===== config.mk =====
export PLATFORM = sky130hd
export DESIGN_NAME = dcrr_regs
export DESIGN_NICKNAME = d
export VERILOG_FILES = /design/src/logic/dcrr_pkg.sv /design/src/logic/dcrr_coef_mem.sv /design/src/logic/dcrr_regs.sv
export VERILOG_INCLUDE_DIRS = /design/src /design/src/logic
export SDC_FILE = /design/constraint.sdc
export NUM_CORES = 1
export LEC_CHECK = 0
export BUFFER_PORTS_ARGS = -buffer_cell sky130_fd_sc_hd__buf_2
export CAP_MARGIN = 0
export CORE_UTILIZATION = 50
export DETAILED_ROUTE_END_ITERATION = 8
export HOLD_SLACK_MARGIN = 0.1
export PLACE_DENSITY = 0.75
export SLEW_MARGIN = 10
export SYNTH_ARGS = -nofsm -noshare
export SYNTH_HDL_FRONTEND = slang
export SYNTH_SLANG_ARGS = --single-unit

===== constraint.sdc =====
create_clock -name clk -period 5.05 [get_ports clk]
set_clock_uncertainty 0.05 [all_clocks]
set_input_delay 0.7575 -clock clk [delete_from_list [all_inputs] [get_ports clk]]
set_output_delay 0.7575 -clock clk [all_outputs]
set_load 0.02 [all_outputs]

===== src/logic/dcrr_defs.svh =====
// Register offsets, field positions, reset values and counts of the calibration register bank
`ifndef DCRR_DEFS_SVH
`define DCRR_DEFS_SVH
`define DCRR_AW 5
`define DCRR_ADDR_CAL_CTRL 5'h0E
`define DCRR_ADDR_CAL_STAT 5'h0F
`define DCRR_ADDR_MEM_ADDR 5'h10
`define DCRR_ADDR_MEM_DATA 5'h11
`define DCRR_ADDR_MEM_CMD 5'h12
`define DCRR_ADDR_RT_CTRL 5'h14
`define DCRR_ADDR_VERSION 5'h1F
// Calibration control fields
`define DCRR_CC_PRELQ 7
`define DCRR_CC_PRELI 6
`define DCRR_CC_SELQ 5
`define DCRR_CC_SELI 4
`define DCRR_CC_CLKEN 3
`define DCRR_CC_DIV 2:0
`define DCRR_CC_RESET 8'h00
// Status fields
`define DCRR_ST_DONEQ 7
`define DCRR_ST_DONEI 6
// Memory command fields
`define DCRR_MC_CLRQ 7
`define DCRR_MC_CLRI 6
`define DCRR_MC_START 4
`define DCRR_MC_WR 3
`define DCRR_MC_RD 2
`define DCRR_MC_DEFQ 1
`define DCRR_MC_DEFI 0
// Retimer control fields
`define DCRR_RT_PHQ 7:6
`define DCRR_RT_SEARCH 4
`define DCRR_RT_REACQ 3
`define DCRR_RT_OVR 2
`define DCRR_RT_PHI 1:0
// Values and counts
`define DCRR_PRELOAD_DEF 6'h20
`define DCRR_REF_LOC 6'h01
`define DCRR_Q_BANK 5
`define DCRR_ACQ_LIMIT 128
`define DCRR_CAL_TICKS 32
`define DCRR_DIV_TOP 3'h7
`define DCRR_SPI_INSTR 5'h07
`define DCRR_SPI_LAST 5'h0F
`define DCRR_SPI_DONE 5'h10
`define DCRR_SPI_RDBIT 7
`endif


===== src/logic/dcrr_pkg.sv =====
// Types shared by the calibration register bank
package dcrr_pkg;
	typedef enum logic [1:0] {
		DCRR_MEM_UNCAL = 2'h0,
		DCRR_MEM_SELF = 2'h1,
		DCRR_MEM_USER = 2'h2
	} dcrr_mem_state_t;
	typedef enum logic [0:0] {
		DCRR_CAL_IDLE = 1'h0,
		DCRR_CAL_RUN = 1'h1
	} dcrr_cal_state_t;
endpackage


===== src/logic/dcrr_coef_mem.sv =====
// Static calibration coefficient memory, registered read port
`timescale 1ns/100ps
module dcrr_coef_mem #(
	parameter int AW = 6,
	parameter int DW = 6
) (
	input wire logic clk, // Converter clock
	input wire logic resetn, // Async reset, active low
	input wire logic we, // Write strobe
	input wire logic [AW-1:0] addr, // Location
	input wire logic [DW-1:0] wdata, // Write data
	output logic [DW-1:0] rdata // Registered read data
);
	logic [DW-1:0] mem [0:(1<<AW)-1];
	logic [DW-1:0] rdata_ff;

	// Array itself has no reset, so it maps onto plain storage
	always_ff @(posedge clk) begin
		if (we) begin
			mem[addr] <= wdata;
		end
	end

	// Read every cycle; caller picks the cycle it wants
	always_ff @(posedge clk or negedge resetn) begin
		if (!resetn) begin
			rdata_ff <= '0;
		end else begin
			rdata_ff <= mem[addr];
		end
	end

	assign rdata = rdata_ff;
endmodule


===== src/logic/dcrr_regs.sv =====
// Calibration, coefficient memory and retimer register bank behind a serial port
`timescale 1ns/100ps
`include "dcrr_defs.svh"
module dcrr_regs #(
	parameter int ACQ_CYCLES = `DCRR_ACQ_LIMIT,
	parameter int CAL_TICKS = `DCRR_CAL_TICKS,
	parameter logic [7:0] HW_VERSION = 8'h5A // Arbitrary value
) (
	input wire logic clk, // Converter clock, 50 MHz
	input wire logic resetn, // Async reset, active low
	input wire logic spi_sclk, // Serial clock, sampled
	input wire logic spi_cs_n, // Serial select, active low
	input wire logic sdio_in, // Serial data in
	output logic sdio_out, // Serial data out
	output logic sdio_oe, // High while driving sdio
	input wire logic [1:0] i_phase_detect, // I phase detector result
	input wire logic [1:0] q_phase_detect, // Q phase detector result
	output logic [1:0] i_retimer_sel, // Phase used by I retimer
	output logic [1:0] q_retimer_sel, // Phase used by Q retimer
	output logic retimer_searching, // Retimer acquiring
	output logic cal_clk, // Divided calibration clock
	output logic i_cal_active, // I self-calibration running
	output logic q_cal_active, // Q self-calibration running
	output logic [5:0] i_cal_preload, // I preload reference
	output logic [5:0] q_cal_preload, // Q preload reference
	output logic i_coef_default, // Pulse: restore I defaults
	output logic q_coef_default // Pulse: restore Q defaults
);
	// ---- serial port state
	logic sclk_prev_ff;
	logic [4:0] bit_cnt_ff;
	logic [7:0] instr_ff;
	logic [7:0] shift_ff;
	logic [7:0] rd_shift_ff;
	logic sdo_ff;
	logic wr_stb_ff;
	logic [4:0] wr_addr_ff;
	logic [7:0] wr_data_ff;

	// ---- register state
	logic [7:0] cal_ctrl_ff;
	logic i_done_ff;
	logic q_done_ff;
	dcrr_pkg::dcrr_mem_state_t i_mstate_ff;
	dcrr_pkg::dcrr_mem_state_t q_mstate_ff;
	logic [5:0] mem_addr_ff;
	logic [5:0] mem_data_ff;
	logic rd_pend_ff;
	logic [5:0] user_ref_ff;
	logic override_ff;
	logic reacq_ff;
	logic [1:0] forced_ph_ff;
	logic [1:0] i_ph_ff;
	logic [1:0] q_ph_ff;
	logic search_ff;
	logic [7:0] acq_cnt_ff;
	logic [7:0] div_cnt_ff;
	logic cal_clk_ff;
	dcrr_pkg::dcrr_cal_state_t cal_st_ff;
	dcrr_pkg::dcrr_cal_state_t nxt_cal_st;
	logic [7:0] tick_cnt_ff;
	logic i_cal_run_ff;
	logic q_cal_run_ff;
	logic i_def_ff;
	logic q_def_ff;
	logic [1:0] i_sel_ff;
	logic [1:0] q_sel_ff;

	// ---- serial decode
	wire sclk_rise = spi_sclk && !sclk_prev_ff;
	wire sclk_fall = !spi_sclk && sclk_prev_ff;
	wire is_read = instr_ff[`DCRR_SPI_RDBIT];
	wire in_data = bit_cnt_ff > `DCRR_SPI_INSTR;
	wire instr_end = sclk_rise && (bit_cnt_ff == `DCRR_SPI_INSTR);
	wire data_end = sclk_rise && (bit_cnt_ff == `DCRR_SPI_LAST);
	wire [7:0] instr_next = {shift_ff[6:0], sdio_in};
	wire [7:0] rd_data;

	// Serial clock is sampled on clk, so it must run well below clk/4
	always_ff @(posedge clk or negedge resetn) begin
		if (!resetn) begin
			sclk_prev_ff <= 1'b0;
		end else begin
			sclk_prev_ff <= spi_sclk;
		end
	end

	// Bit counter and input shifter; one instruction and one data byte per frame, no streaming
	always_ff @(posedge clk or negedge resetn) begin
		if (!resetn) begin
			bit_cnt_ff <= 5'h00;
			shift_ff <= 8'h00;
			instr_ff <= 8'h00;
		end else if (spi_cs_n) begin
			bit_cnt_ff <= 5'h00;
		end else if (sclk_rise && bit_cnt_ff != `DCRR_SPI_DONE) begin
			bit_cnt_ff <= bit_cnt_ff + 5'h01;
			shift_ff <= instr_next;
			if (instr_end) begin
				instr_ff <= instr_next;
			end
		end
	end

	// Write strobe once the data byte is complete
	always_ff @(posedge clk or negedge resetn) begin
		if (!resetn) begin
			wr_stb_ff <= 1'b0;
			wr_addr_ff <= 5'h00;
			wr_data_ff <= 8'h00;
		end else begin
			wr_stb_ff <= !spi_cs_n && data_end && !is_read;
			if (data_end) begin
				wr_addr_ff <= instr_ff[`DCRR_AW-1:0];
				wr_data_ff <= instr_next;
			end
		end
	end

	// Read byte captured at end of instruction, shifted out on falling edges
	always_ff @(posedge clk or negedge resetn) begin
		if (!resetn) begin
			rd_shift_ff <= 8'h00;
			sdo_ff <= 1'b0;
		end else if (!spi_cs_n && instr_end) begin
			rd_shift_ff <= rd_data;
		end else if (!spi_cs_n && sclk_fall && in_data && is_read) begin
			sdo_ff <= rd_shift_ff[7];
			rd_shift_ff <= {rd_shift_ff[6:0], 1'b0};
		end
	end

	assign sdio_out = sdo_ff;
	assign sdio_oe = !spi_cs_n && in_data && is_read;

	// ---- register address decode
	wire [4:0] rd_addr = instr_next[`DCRR_AW-1:0];
	wire wr_cc = wr_stb_ff && wr_addr_ff == `DCRR_ADDR_CAL_CTRL;
	wire wr_ma = wr_stb_ff && wr_addr_ff == `DCRR_ADDR_MEM_ADDR;
	wire wr_md = wr_stb_ff && wr_addr_ff == `DCRR_ADDR_MEM_DATA;
	wire wr_mc = wr_stb_ff && wr_addr_ff == `DCRR_ADDR_MEM_CMD;
	wire wr_rt = wr_stb_ff && wr_addr_ff == `DCRR_ADDR_RT_CTRL;
	wire cmd_clr_q = wr_mc && wr_data_ff[`DCRR_MC_CLRQ];
	wire cmd_clr_i = wr_mc && wr_data_ff[`DCRR_MC_CLRI];
	wire cmd_start = wr_mc && wr_data_ff[`DCRR_MC_START];
	wire cmd_mwr = wr_mc && wr_data_ff[`DCRR_MC_WR];
	wire cmd_mrd = wr_mc && wr_data_ff[`DCRR_MC_RD];
	wire cmd_def_q = wr_mc && wr_data_ff[`DCRR_MC_DEFQ];
	wire cmd_def_i = wr_mc && wr_data_ff[`DCRR_MC_DEFI];
	wire mwr_q = cmd_mwr && mem_addr_ff[`DCRR_Q_BANK];

	// Readback mux; unmapped offsets read zero, command register is write-only
	wire [7:0] rt_rd = {q_ph_ff, 1'b0, search_ff, reacq_ff, override_ff,
		override_ff ? forced_ph_ff : i_ph_ff};
	wire [7:0] st_rd = {q_done_ff, i_done_ff, 2'b00, q_mstate_ff, i_mstate_ff};
	assign rd_data =
		(rd_addr == `DCRR_ADDR_CAL_CTRL) ? cal_ctrl_ff :
		(rd_addr == `DCRR_ADDR_CAL_STAT) ? st_rd :
		(rd_addr == `DCRR_ADDR_MEM_ADDR) ? {2'b00, mem_addr_ff} :
		(rd_addr == `DCRR_ADDR_MEM_DATA) ? {2'b00, mem_data_ff} :
		(rd_addr == `DCRR_ADDR_RT_CTRL) ? rt_rd :
		(rd_addr == `DCRR_ADDR_VERSION) ? HW_VERSION :
		8'h00;

	// Calibration control register
	always_ff @(posedge clk or negedge resetn) begin
		if (!resetn) begin
			cal_ctrl_ff <= `DCRR_CC_RESET;
		end else if (wr_cc) begin
			cal_ctrl_ff <= wr_data_ff;
		end
	end

	// ---- coefficient memory access
	wire [5:0] mem_rdata;
	wire load_ref = cmd_mwr && mem_addr_ff == `DCRR_REF_LOC;

	// Address and data fields; a fetch lands one cycle after the command
	always_ff @(posedge clk or negedge resetn) begin
		if (!resetn) begin
			mem_addr_ff <= 6'h00;
			mem_data_ff <= 6'h00;
			rd_pend_ff <= 1'b0;
		end else begin
			rd_pend_ff <= cmd_mrd;
			if (wr_ma) begin
				mem_addr_ff <= wr_data_ff[5:0];
			end
			if (rd_pend_ff) begin
				mem_data_ff <= mem_rdata;
			end else if (wr_md) begin
				mem_data_ff <= wr_data_ff[5:0];
			end
		end
	end

	// Copy of the user reference location, so preload needs no read port
	always_ff @(posedge clk or negedge resetn) begin
		if (!resetn) begin
			user_ref_ff <= `DCRR_PRELOAD_DEF;
		end else if (load_ref) begin
			user_ref_ff <= mem_data_ff;
		end
	end

	dcrr_coef_mem #(.AW(6), .DW(6)) u_mem (
		.clk(clk),
		.resetn(resetn),
		.we(cmd_mwr),
		.addr(mem_addr_ff),
		.wdata(mem_data_ff),
		.rdata(mem_rdata)
	);

	// Preload selection
	assign q_cal_preload = cal_ctrl_ff[`DCRR_CC_PRELQ] ? user_ref_ff : `DCRR_PRELOAD_DEF;
	assign i_cal_preload = cal_ctrl_ff[`DCRR_CC_PRELI] ? user_ref_ff : `DCRR_PRELOAD_DEF;

	// ---- calibration clock divider
	wire cal_en = cal_ctrl_ff[`DCRR_CC_CLKEN];
	wire [2:0] div_bit = `DCRR_DIV_TOP - cal_ctrl_ff[`DCRR_CC_DIV];
	wire [7:0] div_mask = 8'hFF >> cal_ctrl_ff[`DCRR_CC_DIV];
	wire cal_tick = cal_en && ((div_cnt_ff & div_mask) == div_mask);

	// Period is 2^(8-code) clocks: 256 down to 2 by halving
	always_ff @(posedge clk or negedge resetn) begin
		if (!resetn) begin
			div_cnt_ff <= 8'h00;
			cal_clk_ff <= 1'b0;
		end else begin
			div_cnt_ff <= cal_en ? div_cnt_ff + 8'h01 : 8'h00;
			cal_clk_ff <= cal_en && div_cnt_ff[div_bit];
		end
	end

	assign cal_clk = cal_clk_ff;

	// ---- self-calibration sequencer
	wire cal_sel_any = cal_ctrl_ff[`DCRR_CC_SELQ] || cal_ctrl_ff[`DCRR_CC_SELI];
	wire cal_finish = cal_st_ff == dcrr_pkg::DCRR_CAL_RUN && cal_tick
		&& tick_cnt_ff == 8'(CAL_TICKS - 1);

	// Once started, the sequence only advances on calibration clock ticks, so it stalls when held off
	always_comb begin
		nxt_cal_st = cal_st_ff;
		case (cal_st_ff)
			dcrr_pkg::DCRR_CAL_IDLE: begin
				if (cmd_start && cal_sel_any) begin
					nxt_cal_st = dcrr_pkg::DCRR_CAL_RUN;
				end
			end
			dcrr_pkg::DCRR_CAL_RUN: begin
				if (cal_finish) begin
					nxt_cal_st = dcrr_pkg::DCRR_CAL_IDLE;
				end
			end
			default: begin
				nxt_cal_st = dcrr_pkg::DCRR_CAL_IDLE;
			end
		endcase
	end

	// Channels chosen at start are frozen for the whole run
	always_ff @(posedge clk or negedge resetn) begin
		if (!resetn) begin
			cal_st_ff <= dcrr_pkg::DCRR_CAL_IDLE;
			tick_cnt_ff <= 8'h00;
			i_cal_run_ff <= 1'b0;
			q_cal_run_ff <= 1'b0;
		end else begin
			cal_st_ff <= nxt_cal_st;
			if (cal_st_ff == dcrr_pkg::DCRR_CAL_IDLE) begin
				tick_cnt_ff <= 8'h00;
				i_cal_run_ff <= cmd_start && cal_ctrl_ff[`DCRR_CC_SELI];
				q_cal_run_ff <= cmd_start && cal_ctrl_ff[`DCRR_CC_SELQ];
			end else if (cal_finish) begin
				i_cal_run_ff <= 1'b0;
				q_cal_run_ff <= 1'b0;
			end else if (cal_tick) begin
				tick_cnt_ff <= tick_cnt_ff + 8'h01;
			end
		end
	end

	assign i_cal_active = i_cal_run_ff;
	assign q_cal_active = q_cal_run_ff;

	// Done flags: a finish in the clearing cycle wins
	always_ff @(posedge clk or negedge resetn) begin
		if (!resetn) begin
			i_done_ff <= 1'b0;
			q_done_ff <= 1'b0;
		end else begin
			i_done_ff <= (cal_finish && i_cal_run_ff) || (i_done_ff && !cmd_clr_i);
			q_done_ff <= (cal_finish && q_cal_run_ff) || (q_done_ff && !cmd_clr_q);
		end
	end

	// Memory state; a default request overrides other updates in the same cycle
	always_ff @(posedge clk or negedge resetn) begin
		if (!resetn) begin
			i_mstate_ff <= dcrr_pkg::DCRR_MEM_UNCAL;
			q_mstate_ff <= dcrr_pkg::DCRR_MEM_UNCAL;
		end else begin
			if (cmd_def_i) begin
				i_mstate_ff <= dcrr_pkg::DCRR_MEM_UNCAL;
			end else if (cmd_mwr && !mwr_q) begin
				i_mstate_ff <= dcrr_pkg::DCRR_MEM_USER;
			end else if (cal_finish && i_cal_run_ff) begin
				i_mstate_ff <= dcrr_pkg::DCRR_MEM_SELF;
			end
			if (cmd_def_q) begin
				q_mstate_ff <= dcrr_pkg::DCRR_MEM_UNCAL;
			end else if (mwr_q) begin
				q_mstate_ff <= dcrr_pkg::DCRR_MEM_USER;
			end else if (cal_finish && q_cal_run_ff) begin
				q_mstate_ff <= dcrr_pkg::DCRR_MEM_SELF;
			end
		end
	end

	// Default pulses to the coefficient hardware
	always_ff @(posedge clk or negedge resetn) begin
		if (!resetn) begin
			i_def_ff <= 1'b0;
			q_def_ff <= 1'b0;
		end else begin
			i_def_ff <= cmd_def_i;
			q_def_ff <= cmd_def_q;
		end
	end

	assign i_coef_default = i_def_ff;
	assign q_coef_default = q_def_ff;

	// ---- retimer control
	wire new_ovr = wr_data_ff[`DCRR_RT_OVR];
	wire reacq_rise = wr_rt && wr_data_ff[`DCRR_RT_REACQ] && !reacq_ff;
	wire acq_last = acq_cnt_ff == 8'(ACQ_CYCLES - 1);

	// Override, reacquire level and forced phase
	always_ff @(posedge clk or negedge resetn) begin
		if (!resetn) begin
			override_ff <= 1'b0;
			reacq_ff <= 1'b0;
			forced_ph_ff <= 2'h0;
		end else if (wr_rt) begin
			override_ff <= new_ovr;
			reacq_ff <= wr_data_ff[`DCRR_RT_REACQ];
			if (new_ovr) begin
				forced_ph_ff <= wr_data_ff[`DCRR_RT_PHI];
			end
		end
	end

	// Search starts at reset release and on a rising reacquire write
	always_ff @(posedge clk or negedge resetn) begin
		if (!resetn) begin
			search_ff <= 1'b1;
			acq_cnt_ff <= 8'h00;
			i_ph_ff <= 2'h0;
			q_ph_ff <= 2'h0;
		end else if (reacq_rise) begin
			search_ff <= 1'b1;
			acq_cnt_ff <= 8'h00;
		end else if (search_ff) begin
			acq_cnt_ff <= acq_cnt_ff + 8'h01;
			if (acq_last) begin
				search_ff <= 1'b0;
				i_ph_ff <= i_phase_detect;
				q_ph_ff <= q_phase_detect;
			end
		end
	end

	// Phases applied to the retimers; old choice holds during a search
	always_ff @(posedge clk or negedge resetn) begin
		if (!resetn) begin
			i_sel_ff <= 2'h0;
			q_sel_ff <= 2'h0;
		end else begin
			i_sel_ff <= override_ff ? forced_ph_ff : i_ph_ff;
			q_sel_ff <= override_ff ? forced_ph_ff : q_ph_ff;
		end
	end

	assign i_retimer_sel = i_sel_ff;
	assign q_retimer_sel = q_sel_ff;
	assign retimer_searching = search_ff;
endmodule


==> run metrics, run 1 <==
status=complete, no violations; die area=42300 µm²; first-pass GRT wire length=approximately 74000 µm; later-pin clock latency in the skew report=600 ps; Syn Inst Count=1372; largest net degree at the start of global routing=68; final antenna-violating net count=0; Final Critical Period=3490 ps; Min-Delay Path Class=input port to flip-flop; final setup violation count=0; most frequent cells after synthesis=edfxtp_1 (384), nor2_1 (126), dfrtp_1 (122), nand2_1 (97), mux2_2 (78); WL/cell=25.1 µm; First DRT Iteration DRCs=1664; Post-Route WL=about 50000 µm; area grow syn2layout=11.0%; clock sinks=508; share of cells above drive strength 1=18.1%; Port Buffers=32; hpwl dp=30400 µm; hold endpoint=sclk_prev_ff; P_leak=7.09 nW; hold depth=1; critical path startpoint=mem_addr_ff[1]; R2R Path Start=mem_addr_ff[1]; critical-path cell list=and2_1 -> nand2_1 -> nor2_1; Final Slew Violations=0; Yosys top cell by area=edfxtp_1; Critical Path Source Type=flip-flop; Post-Syn Nets=1387; CTS buffer count=49; Slew headroom=25.0%; Setup Slack @ Placement=1750 ps; Post-layout nets=1420; DR pass1 iterations=7; clock root buffer=clkbuf_16; combinational power share=1.3%; # rows=74; Max Cap Viol=0; gr ovfl total=0; vias in the first global route=roughly 12k; Req. time, crit path=5220 ps; routability cong.=0.927; end of the worst register-to-register path=u_mem.mem[11][4]; core area=40900 µm²; initial core utilization=about half; YS warnings=0; vias per inst=between 6 and 7; worst vdd ir=305 µV; CP Max Fanout=36; Die H=~200 µm; Worst-Margin Slew=1120 ps; final period utilization=between 60 and 70%; switch share=20.3%; met3 WL post-DR=approximately 5400 µm; Setup crit end kind=flip-flop; met1 WL=19200 µm; synthesis-stage register bit count=a little over 500; post-CTS setup buffers=0; vias post-DR=~12k; largest cells by area after synthesis=edfxtp_1 (56%), dfrtp_1 (15%), mux2_2 (4.2%); Die W=206 µm; critical path class=flip-flop to flip-flop; CTS tree=yes; max frequency=287 MHz; metal2 WL=22700 µm; top-count cell post-synth=edfxtp_1; worst reg-to-reg path cell count=3; clock buffer depth=3; clock share of power=roughly 44%; slowest cell delay on critical path=860 ps; worst setup margin=1560 ps; Synth async-reset ratio=about a quarter; Sum Neg Setup Slack=0 ps; sequential element share of the synthesized area=70.5%; Overall Global Routing Usage=23.9%; slowest CP cell=dfrtp_2; number of antenna violations at the first check in global routing=0; final hold vios=0; Power Density=between 300 and 400 nW/µm²; # IOs=33; mean area per synthesized cell=about 15 µm²; R2R Setup Slk=roughly 1600 ps; Post-synth EDFFs=~380; CP Data Arrival Time=3660 ps; Residual DRC=0; Ant. Diodes=0; CTS clk-pin slew, worst paths=60 ps; Netlist cell types=70; Flop pwr share=54.7%; synthesized cell area=20800 µm²; sw power=1.68 mW; htree depth=2; top routing layer in use=met4; RSZ-0062 raised after global routing=false; internal power=6.60 mW; CTS resizes=0; hold path start=spi_sclk; Synth top area share=55.6%; Most used DFF post-synth=edfxtp_1
kinds of logic (layout without fill, tap and decap cells):
family                   after synthesis  count (layout)  share of synthesized area (%)
multiplexers                         170             170                           10.7
buffers and inverters                 93             166                           2.01
flip-flops                           508             508                           70.5
XOR/XNOR                              19              19                          0.802
AND/OR/NAND/NOR                      341             341                           7.80
AO/OA/AOI/OAI                        235             235                           7.79
adder cells (fa/ha/maj)                6               6                          0.362
worst max-delay path by stage:
| stage | to | depth (start not counted) |
|---|---|---|
| floorplan | sdio_out | 6 |
| global placement | user_ref_ff[1] | 4 |
| detailed placement | user_ref_ff[2] | 4 |
| CTS | u_mem.mem[11][3] | 3 |
| global route | u_mem.mem[13][0] | 3 |
| finish | u_mem.mem[11][4] | 3 |
routing by layer:
layer	vias to the layer above	global-route usage, %
met5	-	0
met2	756	36.4
met3	166	5.62
met4	0	11.6
met1	6198	32.3
li1	5348	-
cells in the final DEF (no fill, tap or decap), types with 13 or more instances in the layout:
| cell type | count |
|---|---|
| nor2_1 | 126 |
| buf_2 | 31 |
| o21ai_0 | 44 |
| dfrtp_1 | 113 |
| and2_1 | 23 |
| a21oi_1 | 54 |
| edfxtp_1 | 384 |
| mux4_2 | 34 |
| mux2i_1 | 58 |
| mux2_2 | 78 |
| a221oi_1 | 37 |
| inv_1 | 17 |
| nor2b_1 | 13 |
| nand2_1 | 97 |
| a22oi_1 | 34 |
| buf_4 | 25 |
| clkbuf_16 | 50 |
critical path, delay by kind of cell, from the launching register on:
family        cells  cell delay (ps)
simple gates      3             2150
flops             1              860
layout make-up:
| type | instances | area (µm²) |
|---|---|---|
| clock buffers | 59 | 1280 |
| clock inverters | 32 | 309 |
| fillers | 3173 | 17900 |
| inverters | 18 | 67.6 |
| multi-input cells | 771 | 5700 |
| flip-flops and latches | 508 | 14700 |
| well taps | 532 | 666 |
| repair buffers | 57 | 353 |
power by group through the flow:
stage / registers, mW / logic (mW) / clock network (mW)
4_1_cts: 4.53 / 0.111 / 3.68
5_1_grt: 4.53 / 0.125 / 3.84
3_3_place_gp: 4.61 / 0.107 / 0
2_1_floorplan: 4.57 / 0.101 / 0
6_report: 4.53 / 0.111 / 3.63
3_5_place_dp: 4.61 / 0.110 / 0
per-stage QoR:
step,cell area (µm²),util [%],hold slack [ps],power (mW),instances
floorplan,20800,-,376,4.67,1372
global placement,21400,52.4,399,4.72,1885
detailed placement,21400,52.4,406,4.72,1885
CTS,23000,56.3,203,8.32,1977
global route,23000,56.3,225,8.50,1977
finish,23000,56.3,235,8.27,1977
sequential cells by signal, summed over array words and instances (netlist names), 5 cells and up:
signal,cells
u_mem.mem,384
acq_cnt_ff,8
cal_ctrl_ff,8
div_cnt_ff,8
rd_shift_ff,8
tick_cnt_ff,8
wr_data_ff,8
shift_ff,7
instr_ff,6
mem_addr_ff,6
mem_data_ff,6
u_mem.rdata,6
user_ref_ff,6
bit_cnt_ff,5
wr_addr_ff,5
timing repair:
| action | 4_1_cts | 5_1_grt |
|---|---|---|
| endpoints found under the setup margin | 0 | 0 |
| hold buffers | 1 | 0 |
| hold endpoints to repair | 26 | 0 |
(Power assumes the default switching activity.)
==> run 2, diff against run 1 <==
Clock period 5.05 ns to 3.51 ns, I/O delays scaled along.
==> run 2 against run 1 <==
Clock power rose by 52%. Die area did not move. Via count rose by 0.28%. Global-route usage rose by 0.10 points. Worst setup slack got worse by 980 ps. Flip-flop and latch count did not move. Design area rose by 1.3%. Sequential share of layout area fell by 0.82 points. Non-clock buffer count rose by 21. Register-to-register slack got worse by 980 ps. Fmax rose by 19%.
==> run metrics, run 2 (synthesis gave the netlist of run 1 again) <==
Port Buffers=32 (unchanged); largest net degree at the start of global routing=67 (was 68); Die H=206 µm (unchanged); initial core utilization=50.7% (unchanged); # rows=74 (unchanged); core area=40900 µm² (unchanged); RSZ-0062 raised after global routing=false (unchanged); critical path class=flip-flop to flip-flop (unchanged); Final Hold Slack=132 ps (was 235 ps); CTS clk-pin slew, worst paths=60 ps (about the same); CTS buffer count=50 (was 49); worst vdd ir=456 µV (was 305 µV); final period utilization=83.4% (was 69.1%); vias per inst=6.26 (was 6.31); Min-Delay Path Class=input port to flip-flop (unchanged); clock buffer depth=3 (unchanged); final hold vios=0 (unchanged); number of flip-flops in the largest register=384 (unchanged); Die W=206 µm (unchanged); Worst-Margin Slew=1100 ps (was 1120 ps); slowest CP cell=dfrtp_4 (was dfrtp_2); CTS resizes=0 (unchanged); gr ovfl total=0 (unchanged); Critical Path Source Type=flip-flop (unchanged); Power Density=523 nW/µm² (was 359 nW/µm²); vias in the first global route=12.3k (was 12.0k); # IOs=33 (unchanged); routability cong.=0.944 (was 0.927); area grow syn2layout=12.4% (was 11.0%); Final Critical Period=2930 ps (was 3490 ps); # fillers=3115 (was 3173); max frequency=341 MHz (was 287 MHz); Req. time, crit path=3670 ps (was 5220 ps); htree depth=2 (unchanged); clock sinks=508 (unchanged); hpwl dp=31300 µm (was 30400 µm); first-pass GRT wire length=74800 µm (was 73800 µm); final antenna-violating net count=0 (unchanged); Post-layout nets=1442 (was 1420); CP Data Arrival Time=3090 ps (was 3660 ps); crit path buf inv count=0 (unchanged); post-CTS setup buffers=0 (unchanged); CTS tree=yes (unchanged); placed cell count=1902 (was 1885); vias post-DR=12.5k (about the same); most frequent cells in the layout=edfxtp_1 (384), nor2_1 (126), dfrtp_1 (113) (unchanged); status=complete, no violations (unchanged); Slew headroom=26.8% (was 25.0%); Final Slew Violations=0 (unchanged); slowest cell delay on critical path=720 ps (was 860 ps); Post-Route WL=49400 µm (was 49500 µm); CP Max Fanout=31 (was 36); Biggest register=u_mem.mem (unchanged); share of cells above drive strength 1=19.2% (was 18.1%); Ant. Diodes=0 (unchanged); final setup violation count=0 (unchanged); FF/Latch Area=14700 µm² (unchanged); DR pass1 iterations=6 (was 7); First DRT Iteration DRCs=1817 (was 1664); Max Cap Viol=0 (unchanged); final cell count without fillers=1998 (was 1977); critical-path cell list=and2_1 -> nand2_1 -> nor2_1 (unchanged); die area=42300 µm² (unchanged); number of antenna violations at the first check in global routing=0 (unchanged); later-pin clock latency in the skew report=580 ps (was 600 ps); clock root buffer=clkbuf_16 (unchanged); Overall Global Routing Usage=24.0% (was 23.9%); P_leak=7.26 nW (was 7.09 nW); hold_buf cts=5 (was 1); WL/cell=24.7 µm (was 25.1 µm); Top Family by Delay on Critical Path=simple AND/OR/NAND/NOR gates (unchanged); Residual DRC=0 (unchanged); multi-input logic area=5700 µm² (unchanged); Sum Neg Setup Slack=0 ps (unchanged); Setup crit end kind=flip-flop (unchanged); commonest non-fill, non-tap cell in the layout=edfxtp_1 (unchanged)
[run 2: changes by cell type in the layout (fill, tap and decap cells not counted), moves of 2 or more]
cell           delta
buf_4            +14
bufinv_16         +4
dlygate4sd3_1     +4
inv_6             -2
clkinv_2          +2
buf_12            +3
clkinvlp_4        -2
[run 2: power by group]
group          internal [mW]  total, mW  switching, mW
Sequential              6.43       6.52         0.0913
Combinational         0.0783      0.169         0.0908
Clock                   3.28       5.52           2.24
[run 2: final timing paths]
kind / start / to / slack (ps) / cells past startpoint
min in group asynchronous: resetn / tick_cnt_ff[1] / 540 / 2
min reg2reg: instr_ff[7] / wr_stb_ff / 430 / 1
max in group asynchronous: resetn / retimer_searching / 2110 / 3
min: q_phase_detect[0] / q_ph_ff[0] / 130 / 3
max: mem_addr_ff[0] / u_mem.mem[63][3] / 580 / 3
max reg2reg: mem_addr_ff[0] / u_mem.mem[63][3] / 580 / 3
[run 2: per-layer routing]
metal | wire length (µm) | GRT usage (%)
met5 | 0 | 0
met1 | 19300 | 33.0
met3 | 5180 | 4.96
met4 | 2090 | 11.0
met2 | 22800 | 36.8
[run 2: area by class of cell]
| cell class | count | area share, % |
|---|---|---|
| multi-input cells | 771 | 24.4 |
| repair buffers | 78 | 2.39 |
| clock buffers | 58 | 5.49 |
| well taps | 532 | 2.85 |
| clock inverters | 33 | 1.75 |
| flip-flops and latches | 508 | 62.8 |
| inverters | 18 | 0.289 |
[run 2: metrics by stage]
step / utilization [%] / total power, mW / cell area (µm²) / setup slack (ps)
floorplan: - / 6.72 / 20800 / 1230
global placement: 52.8 / 6.79 / 21600 / 661
detailed placement: 52.8 / 6.80 / 21600 / 638
CTS: 57.0 / 12.3 / 23300 / 631
global route: 57.0 / 12.5 / 23300 / 528
finish: 57.0 / 12.2 / 23300 / 582
[run 2: worst min-delay path, delay by kind of cell]
family | cells | cell delay (ps)
AOI/OAI and AO/OA | 1 | 80
buffers and inverters | 1 | 70
and+or+nand+nor | 1 | 40
